### src/verilog/srt_defs.vh
`ifndef SRT_DEFS_VH
`define SRT_DEFS_VH

// register byte offsets on the wishbone bus
`define SRT_OFF_CTL_STATUS 8'h00
`define SRT_OFF_TICK_COUNTER 8'h04
`define SRT_OFF_LIMIT 8'h08
`define SRT_OFF_REFRESH_ENABLE 8'h0C

// write protection key in data bits 31..16
`define SRT_KEY 16'hA55A
`define SRT_KEY_HI 31
`define SRT_KEY_LO 16

// control/status field positions
`define SRT_CMF_BIT 7
`define SRT_CKS_HI 5
`define SRT_CKS_LO 3
`define SRT_RRC_HI 2
`define SRT_RRC_LO 0

// tick source codes
`define SRT_CKS_STOP 3'h0
`define SRT_CKS_DIV4 3'h1
`define SRT_CKS_DIV16 3'h2
`define SRT_CKS_DIV64 3'h3
`define SRT_CKS_DIV256 3'h4
`define SRT_CKS_DIV1024 3'h5

// burst count codes
`define SRT_RRC_ONE 3'h0
`define SRT_RRC_TWO 3'h1
`define SRT_RRC_FOUR 3'h2
`define SRT_RRC_SIX 3'h3
`define SRT_RRC_EIGHT 3'h4

// burst lengths as counts
`define SRT_BURST_1 4'h1
`define SRT_BURST_2 4'h2
`define SRT_BURST_4 4'h4
`define SRT_BURST_6 4'h6
`define SRT_BURST_8 4'h8

// reset hold counter terminal value
`define SRT_HOLD_MAX 7'h7F

`endif

### src/verilog/srt_prescaler.v
`timescale 1ns/1ps
`include "srt_defs.vh"

// free running divider; emits a one-cycle tick at the selected rate
module srt_prescaler #(
	parameter DIV_W = 10
) (
	input wire clk_sys_i,
	input wire rst_n_i,
	input wire [2:0] sel_i,
	output reg tick_o
);

	reg [DIV_W-1:0] div_ff;
	wire [DIV_W-1:0] nxt_div;
	reg tick_c;

	assign nxt_div = div_ff + {{(DIV_W-1){1'b0}}, 1'b1};

	// tick when the low bits wrap, so each tap is a true divide-by-2^n
	always @* begin
		case (sel_i)
			`SRT_CKS_DIV4: tick_c = &div_ff[1:0];
			`SRT_CKS_DIV16: tick_c = &div_ff[3:0];
			`SRT_CKS_DIV64: tick_c = &div_ff[5:0];
			`SRT_CKS_DIV256: tick_c = &div_ff[7:0];
			`SRT_CKS_DIV1024: tick_c = &div_ff[9:0];
			default: tick_c = 1'b0; // stop, and the undefined codes stall
		endcase
	end

	always @(posedge clk_sys_i) begin
		if (!rst_n_i) begin
			div_ff <= {DIV_W{1'b0}};
			tick_o <= 1'b0;
		end else begin
			div_ff <= nxt_div;
			tick_o <= tick_c;
		end
	end

endmodule

### src/verilog/srt_refresh_timer.v
// Function
// RULE_01: burst code selects 1,2,4,6,8 refresh cycles
// RULE_02: 8-bit tick counter advances on selected tick
// RULE_03: counter clears to zero on limit match
// RULE_04: without match counter wraps 255 to zero
// RULE_05: register writes need key A55A in bits 31..16
// RULE_06: software writes zero to bits 15..8; reads zero
// RULE_07: limit match sets compare match flag
// RULE_08: refresh enabled match raises refresh request
// RULE_09: request stays pending until refresh performed
// RULE_10: unserved request replaced; at most one pending
// RULE_11: limit register low byte holds compare limit
// RULE_12: hold counter counts after reset release
// RULE_13: hold counter saturates at terminal value
// RULE_14: no external access while hold counter runs
// RULE_15: hold counter has no software path
// RULE_16: tick source select 000 stop, divide 4..1024
// RULE_17: flag cleared by zero write after reading one
// RULE_18: issue configured refresh commands back to back
`timescale 1ns/1ps
`include "srt_defs.vh"

module srt_refresh_timer #(
	parameter CNT_W = 8,
	parameter HOLD_W = 7
) (
	input wire clk_sys_i,
	input wire rst_n_i,
	input wire wb_cyc_i,
	input wire wb_stb_i,
	input wire wb_we_i,
	input wire [7:0] wb_adr_i,
	input wire [3:0] wb_sel_i,
	input wire [31:0] wb_dat_i,
	output reg [31:0] wb_dat_o,
	output reg wb_ack_o,
	output reg wb_err_o,
	input wire ext_bus_clk_en_i,
	output reg refresh_cmd_o,
	input wire refresh_cmd_ack_i,
	output reg refresh_pending_o,
	output reg ext_bus_hold_o
);

	localparam ST_IDLE = 2'b01;
	localparam ST_BURST = 2'b10;

	reg [CNT_W-1:0] tick_cnt_ff;
	reg [CNT_W-1:0] limit_ff;
	reg cmf_ff;
	reg cmf_seen_ff;
	reg [2:0] cks_ff;
	reg [2:0] rrc_ff;
	reg refresh_en_ff;
	reg pend_ff;
	reg [1:0] state_ff;
	reg [3:0] burst_left_ff;
	reg [HOLD_W-1:0] hold_cnt_ff;
	reg [3:0] burst_len_c;
	reg [31:0] rd_c;
	reg hit_c;

	wire tick;
	wire req;
	wire wr;
	wire key_ok;
	wire match;
	wire [CNT_W-1:0] nxt_tick_cnt;

	// prescaler shared across all selections
	srt_prescaler #(
		.DIV_W(10)
	) u_pre (
		.clk_sys_i(clk_sys_i),
		.rst_n_i(rst_n_i),
		.sel_i(cks_ff),
		.tick_o(tick)
	);

	// bus request decode; ack lasts one cycle so a held stb is not taken twice
	assign req = wb_cyc_i & wb_stb_i & ~wb_ack_o & ~wb_err_o;
	assign wr = req & wb_we_i & hit_c;
	assign key_ok = (wb_dat_i[`SRT_KEY_HI:`SRT_KEY_LO] == `SRT_KEY); // RULE_05

	// compare is combinational on the live counter
	assign match = (tick_cnt_ff == limit_ff); // RULE_03 RULE_11
	// natural width wrap from max to zero
	assign nxt_tick_cnt = tick_cnt_ff + {{(CNT_W-1){1'b0}}, 1'b1}; // RULE_04

	// address decode and read mux; upper bits read as zero
	always @* begin
		hit_c = 1'b1;
		rd_c = 32'h0000_0000; // RULE_06
		case (wb_adr_i)
			`SRT_OFF_CTL_STATUS: begin
				rd_c[`SRT_CMF_BIT] = cmf_ff;
				rd_c[`SRT_CKS_HI:`SRT_CKS_LO] = cks_ff;
				rd_c[`SRT_RRC_HI:`SRT_RRC_LO] = rrc_ff;
			end
			`SRT_OFF_TICK_COUNTER: rd_c[CNT_W-1:0] = tick_cnt_ff;
			`SRT_OFF_LIMIT: rd_c[CNT_W-1:0] = limit_ff;
			`SRT_OFF_REFRESH_ENABLE: rd_c[0] = refresh_en_ff;
			default: hit_c = 1'b0;
		endcase
	end

	// burst code decode; prohibited codes fall back to a single cycle
	always @* begin
		case (rrc_ff)
			`SRT_RRC_ONE: burst_len_c = `SRT_BURST_1; // RULE_01
			`SRT_RRC_TWO: burst_len_c = `SRT_BURST_2;
			`SRT_RRC_FOUR: burst_len_c = `SRT_BURST_4;
			`SRT_RRC_SIX: burst_len_c = `SRT_BURST_6;
			`SRT_RRC_EIGHT: burst_len_c = `SRT_BURST_8;
			default: burst_len_c = `SRT_BURST_1;
		endcase
	end

	// wishbone answer: ack for mapped, err for unmapped, one cycle after request
	always @(posedge clk_sys_i) begin
		if (!rst_n_i) begin
			wb_ack_o <= 1'b0;
			wb_err_o <= 1'b0;
			wb_dat_o <= 32'h0000_0000;
		end else begin
			wb_ack_o <= req & hit_c;
			wb_err_o <= req & ~hit_c;
			if (req & ~wb_we_i)
				wb_dat_o <= rd_c;
		end
	end

	// configuration registers, key protected
	always @(posedge clk_sys_i) begin
		if (!rst_n_i) begin
			cks_ff <= `SRT_CKS_STOP;
			rrc_ff <= `SRT_RRC_ONE;
			limit_ff <= {CNT_W{1'b0}};
			refresh_en_ff <= 1'b0;
		end else if (wr & key_ok) begin // RULE_05
			if (wb_adr_i == `SRT_OFF_CTL_STATUS) begin
				cks_ff <= wb_dat_i[`SRT_CKS_HI:`SRT_CKS_LO]; // RULE_16
				rrc_ff <= wb_dat_i[`SRT_RRC_HI:`SRT_RRC_LO];
			end
			if (wb_adr_i == `SRT_OFF_LIMIT)
				limit_ff <= wb_dat_i[CNT_W-1:0]; // RULE_11
			if (wb_adr_i == `SRT_OFF_REFRESH_ENABLE)
				refresh_en_ff <= wb_dat_i[0];
		end
	end

	// tick counter; a keyed write beats the tick in the same cycle
	always @(posedge clk_sys_i) begin
		if (!rst_n_i) begin
			tick_cnt_ff <= {CNT_W{1'b0}};
		end else if (wr & key_ok & (wb_adr_i == `SRT_OFF_TICK_COUNTER)) begin
			tick_cnt_ff <= wb_dat_i[CNT_W-1:0];
		end else if (match) begin
			tick_cnt_ff <= {CNT_W{1'b0}}; // RULE_03
		end else if (tick) begin
			tick_cnt_ff <= nxt_tick_cnt; // RULE_02
		end
	end

	// compare match flag; read of a one arms the clear, a set wins over it
	always @(posedge clk_sys_i) begin
		if (!rst_n_i) begin
			cmf_ff <= 1'b0;
			cmf_seen_ff <= 1'b0;
		end else begin
			if (req & ~wb_we_i & (wb_adr_i == `SRT_OFF_CTL_STATUS) & cmf_ff)
				cmf_seen_ff <= 1'b1; // RULE_17
			if (match) begin
				cmf_ff <= 1'b1; // RULE_07
			end else if (wr & key_ok & (wb_adr_i == `SRT_OFF_CTL_STATUS) &
				~wb_dat_i[`SRT_CMF_BIT] & cmf_seen_ff) begin
				cmf_ff <= 1'b0; // RULE_17
				cmf_seen_ff <= 1'b0;
			end
		end
	end

	// refresh request and burst sequencer
	// a new match restarts the burst, dropping the unserved remainder
	always @(posedge clk_sys_i) begin
		if (!rst_n_i) begin
			pend_ff <= 1'b0;
			state_ff <= ST_IDLE;
			burst_left_ff <= 4'h0;
		end else if (match & refresh_en_ff) begin
			pend_ff <= 1'b1; // RULE_08 RULE_10
			state_ff <= ST_BURST;
			burst_left_ff <= burst_len_c; // RULE_01
		end else begin
			case (state_ff)
				ST_IDLE: begin
					pend_ff <= 1'b0;
				end
				ST_BURST: begin
					// commands wait for the sequencer, held off during the reset hold
					if (refresh_cmd_ack_i & ~ext_bus_hold_o) begin // RULE_18
						if (burst_left_ff == `SRT_BURST_1) begin
							pend_ff <= 1'b0; // RULE_09
							state_ff <= ST_IDLE;
							burst_left_ff <= 4'h0;
						end else begin
							burst_left_ff <= burst_left_ff - 4'h1;
						end
					end
				end
				default: begin
					state_ff <= ST_IDLE;
					pend_ff <= 1'b0;
				end
			endcase
		end
	end

	// command strobe level toward the sdram sequencer
	always @* begin
		refresh_cmd_o = (state_ff == ST_BURST) & ~ext_bus_hold_o; // RULE_14
		refresh_pending_o = pend_ff; // RULE_09
	end

	// reset hold counter, advancing on external bus clock edges, never software visible
	always @(posedge clk_sys_i) begin
		if (!rst_n_i) begin
			hold_cnt_ff <= {HOLD_W{1'b0}};
			ext_bus_hold_o <= 1'b1;
		end else begin
			if (ext_bus_clk_en_i & (hold_cnt_ff != `SRT_HOLD_MAX)) // RULE_12 RULE_13 RULE_15
				hold_cnt_ff <= hold_cnt_ff + {{(HOLD_W-1){1'b0}}, 1'b1};
			ext_bus_hold_o <= (hold_cnt_ff != `SRT_HOLD_MAX); // RULE_14
		end
	end

endmodule

### config.mk
export PLATFORM = sky130hd
export DESIGN_NAME = srt_refresh_timer
export DESIGN_NICKNAME = d
export VERILOG_FILES = /design/src/verilog/srt_prescaler.v /design/src/verilog/srt_refresh_timer.v
export VERILOG_INCLUDE_DIRS = /design/src /design/src/verilog
export SDC_FILE = /design/constraint.sdc
export NUM_CORES = 1
export LEC_CHECK = 0
export BUFFER_PORTS_ARGS = -buffer_cell sky130_fd_sc_hd__buf_2
export CELL_PAD_IN_SITES_DETAIL_PLACEMENT = 1
export CELL_PAD_IN_SITES_GLOBAL_PLACEMENT = 2
export CORE_UTILIZATION = 34
export DETAILED_ROUTE_END_ITERATION = 10
export PLACE_DENSITY = 0.88
export SLEW_MARGIN = 10
export SYNTH_ARGS = -nofsm -noshare
export SYNTH_HDL_FRONTEND = slang
export SYNTH_HIERARCHICAL = 1
export SYNTH_SLANG_ARGS = --single-unit
### constraint.sdc
create_clock -name clk_sys_i -period 5.45 [get_ports clk_sys_i]
set_input_delay 0.2725 -clock clk_sys_i [delete_from_list [all_inputs] [get_ports clk_sys_i]]
set_output_delay 0.2725 -clock clk_sys_i [all_outputs]
set_load 0.01 [all_outputs]
==> qor.csv <==
metric,value,unit
outcome,finished clean,
Post-DRT Antenna Nets,0,
Critical Path AT,2.77,ns
dpl cell area,0.00355,sq mm
Worst Max-Slew Pin Slew,0.880,ns
CTS Buf Count,9,
Switching Share,25.6,%
crit-path cells,nor4bb_1 -> nand4_1 -> nor4_4 -> mux2i_1,
CTS tree,yes,
Combinational Power Share,6.9,%
post-CTS sizing,0,
"Async S/R FF share, synth",0,%
Tot Pwr,0.883,mW
largest net degree at the start of global routing,49,
Die W,101,um
Setup WS post-layout,2.95,ns
dominant cell type by area after synthesis,dfxtp_1,
CP peak stage delay,0.81,ns
Starting Density,35.4,%
worst path required time,5.73,ns
CP Capture Type,flop,
final WL,8250,um
clock skew,0.00663,ns
# DRC,0,
Flop pwr share,51.4,%
Fin. Hold Viols,0,
Avg Vias per Cell,5.19,
Site Rows,35,
Global Route Usage Sum,17.5,%
sequential element share of the synthesized area,37.0,%
Clock transition at path regs,0.07,ns
Placed Cells,522,
CTS Sinks,61,
NumNets Final,460,
Final Critical Period,2.50,ns
Synth Instances,361,
first-pass GRT wire length,13700,um
root buffer cell,clkbuf_8,
Crit Path Max Fanout,8,
area delta synth->final,13.2,%
initial antenna violation count,0,
Final period util,45.8,%
Floorplan Core Area,0.00933,sq mm
Pre-Repair DR Iteration Count,4,
RSZ-0062 raised after global routing,false,
Synth Area per Inst,9.14,sq um
vias in the first global route,2760,
leakage power,1.45,nW
I/O Buffers,51,
Max Cap Viol,0,
Max Slew Vio Count,0,
CP max-delay cell,nor4_4,
Max VDD drop,0.110,mV
Clock Power Share,41.7,%
Setup TNS,0,ns
worst-case clock buffer depth,2,
Slew Limit Headroom,41.0,%
wire per inst,15.3,um
top post-synthesis cells by area,"dfxtp_1 (37%), mux2i_1 (7.9%), buf_4 (5.5%)",
H-tree levels,3,
synth unique cells,62,
"Hold-fix buffers, CTS",0,
total number of vias,2790,
Final Instance Area,0.00373,sq mm
internal power,0.657,mW
Worst-Skew Late Latency,0.35,ns
Antenna diodes,0,
gpl congestion,0.769,
Power Density,237,mW/mm^2
Synth top cells by count,"dfxtp_1 (61), nand2_1 (34), mux2i_1 (26)",
initial DRC count,71,
total die area,0.0101,sq mm
share of post-route cells with drive strength above 1,19.8,%
FMAX,0.401,GHz
Syn Std Cell Area,0.00330,sq mm
Post-synth top flop,dfxtp_1,
pre-CTS setup slack,2.81,ns
Worst Hold Class,in -> reg,
DP HPWL,5940,um
number of synthesized flops with an enable pin,0,
Top Ports,88,
Layout Cells excl Fill,538,
Sw Pwr,0.226,mW
Final setup viols,0,
Yosys reg bits,61,
post-CTS setup buffers,0,
post-synth top area share,37.0,%
Worst setup SP type,flop,
DIE HEIGHT,101,um
YS warnings,6,
most common cell in the synthesized netlist,dfxtp_1,
Worst Setup Path Type,reg -> reg,
GRT overflow,0,
==> logic make-up after synthesis <==
family / synth area share (%)
AOI/OAI and AO/OA: 14.2
xor gates and xnor gates: 5.31
adders and majority gates: 1.90
buffers and inverters: 8.99
DFF: 37.0
muxes: 8.57
other: 0.114
and+or+nand+nor: 23.9
==> worst paths after layout <==
| check | startpoint | to | slack [ns] | depth (start not counted) |
|---|---|---|---|---|
| setup reg to reg | wb_ack_o$_SDFF_PN0_ | limit_ff[4]$_SDFFE_PN0P_ | 2.95 | 4 |
| setup / recovery | wb_ack_o$_SDFF_PN0_ | limit_ff[4]$_SDFFE_PN0P_ | 2.95 | 4 |
| hold reg to reg | refresh_pending_o$_SDFFE_PN0P_ | refresh_pending_o$_SDFFE_PN0P_ | 0.46 | 2 |
| hold / removal | wb_dat_i[6] | tick_cnt_ff[6]$_SDFFE_PN0P_ | 0.19 | 3 |
==> state kept, by name, indices dropped and copies added, names as in the netlist, 2 cells and up <==
register and cells:
limit_ff 8, burst_left_ff 4, state_ff 2, hold_cnt_ff 7, rrc_ff 3, tick_cnt_ff 8, u_pre/div_ff 10, cks_ff 3
wb_dat_o 8
==> layout by cell type, fill, tap and decap left out, drive strengths merged, types with 2 or more instances in the layout <==
| cell | count |
|---|---|
| o21ai | 7 |
| o41ai | 9 |
| and3 | 3 |
| dfxtp | 61 |
| conb | 24 |
| nand4bb | 2 |
| nor2 | 20 |
| and2 | 3 |
| o31ai | 2 |
| nand3b | 4 |
| xnor2 | 7 |
| or3 | 6 |
| a31oi | 2 |
| or4 | 4 |
| o2bb2ai | 6 |
| and3b | 2 |
| nand2b | 6 |
| clkinv | 7 |
| and4 | 2 |
| xor2 | 13 |
| o21a | 2 |
| nand4 | 17 |
| nand2 | 34 |
| clkbuf | 11 |
| mux2i | 26 |
| nor3 | 2 |
| a21boi | 2 |
| buf | 52 |
| a21oi | 11 |
| nand3 | 7 |
| nor4 | 7 |
| ha | 5 |
| a32oi | 6 |
| a211oi | 4 |
| nor2b | 3 |
| inv | 8 |
| nor4bb | 5 |
==> final cells by class <==
cell class              instances  area [sq um]
clock buffers                  11           151
fillers                      1121          5590
clock inverters                 5          25.0
well taps                     129           161
multi-input cells             270          1870
inverters                      10          37.5
flip-flops and latches         61          1220
repair buffers                 52           263
==> layer usage <==
layer / vias up / GRT usage (%) / routed length (um)
li1: 1364 / - / -
met1: 1353 / 22.9 / 4000
met2: 61 / 28.0 / 3830
met3: 12 / 2.77 / 248
met4: 0 / 9.03 / 176
met5: - / 0 / 0
==> through the flow <==
stage,hold slack [ns],util (%)
after detailed placement,0.454,38.1
after CTS,0.176,40.0
after global routing,0.181,40.0
final,0.186,40.0
after floorplan,0.394,-
after global placement,0.448,38.1
==> critical path: cells and delay by family (launching register included) <==
family	cells	cell delay, ns
flops	1	0.31
simple gates	3	1.84
mux	1	0.27
==> power groups by stage <==
stage	clock, mW	combinational [mW]	sequential, mW
floorplan	0	0.0494	0.464
global placement	0	0.0587	0.464
detailed placement	0	0.0608	0.464
CTS	0.380	0.0610	0.454
global route	0.399	0.0672	0.454
finish	0.368	0.0611	0.454
Note: power is estimated with default switching activity, not from simulation.
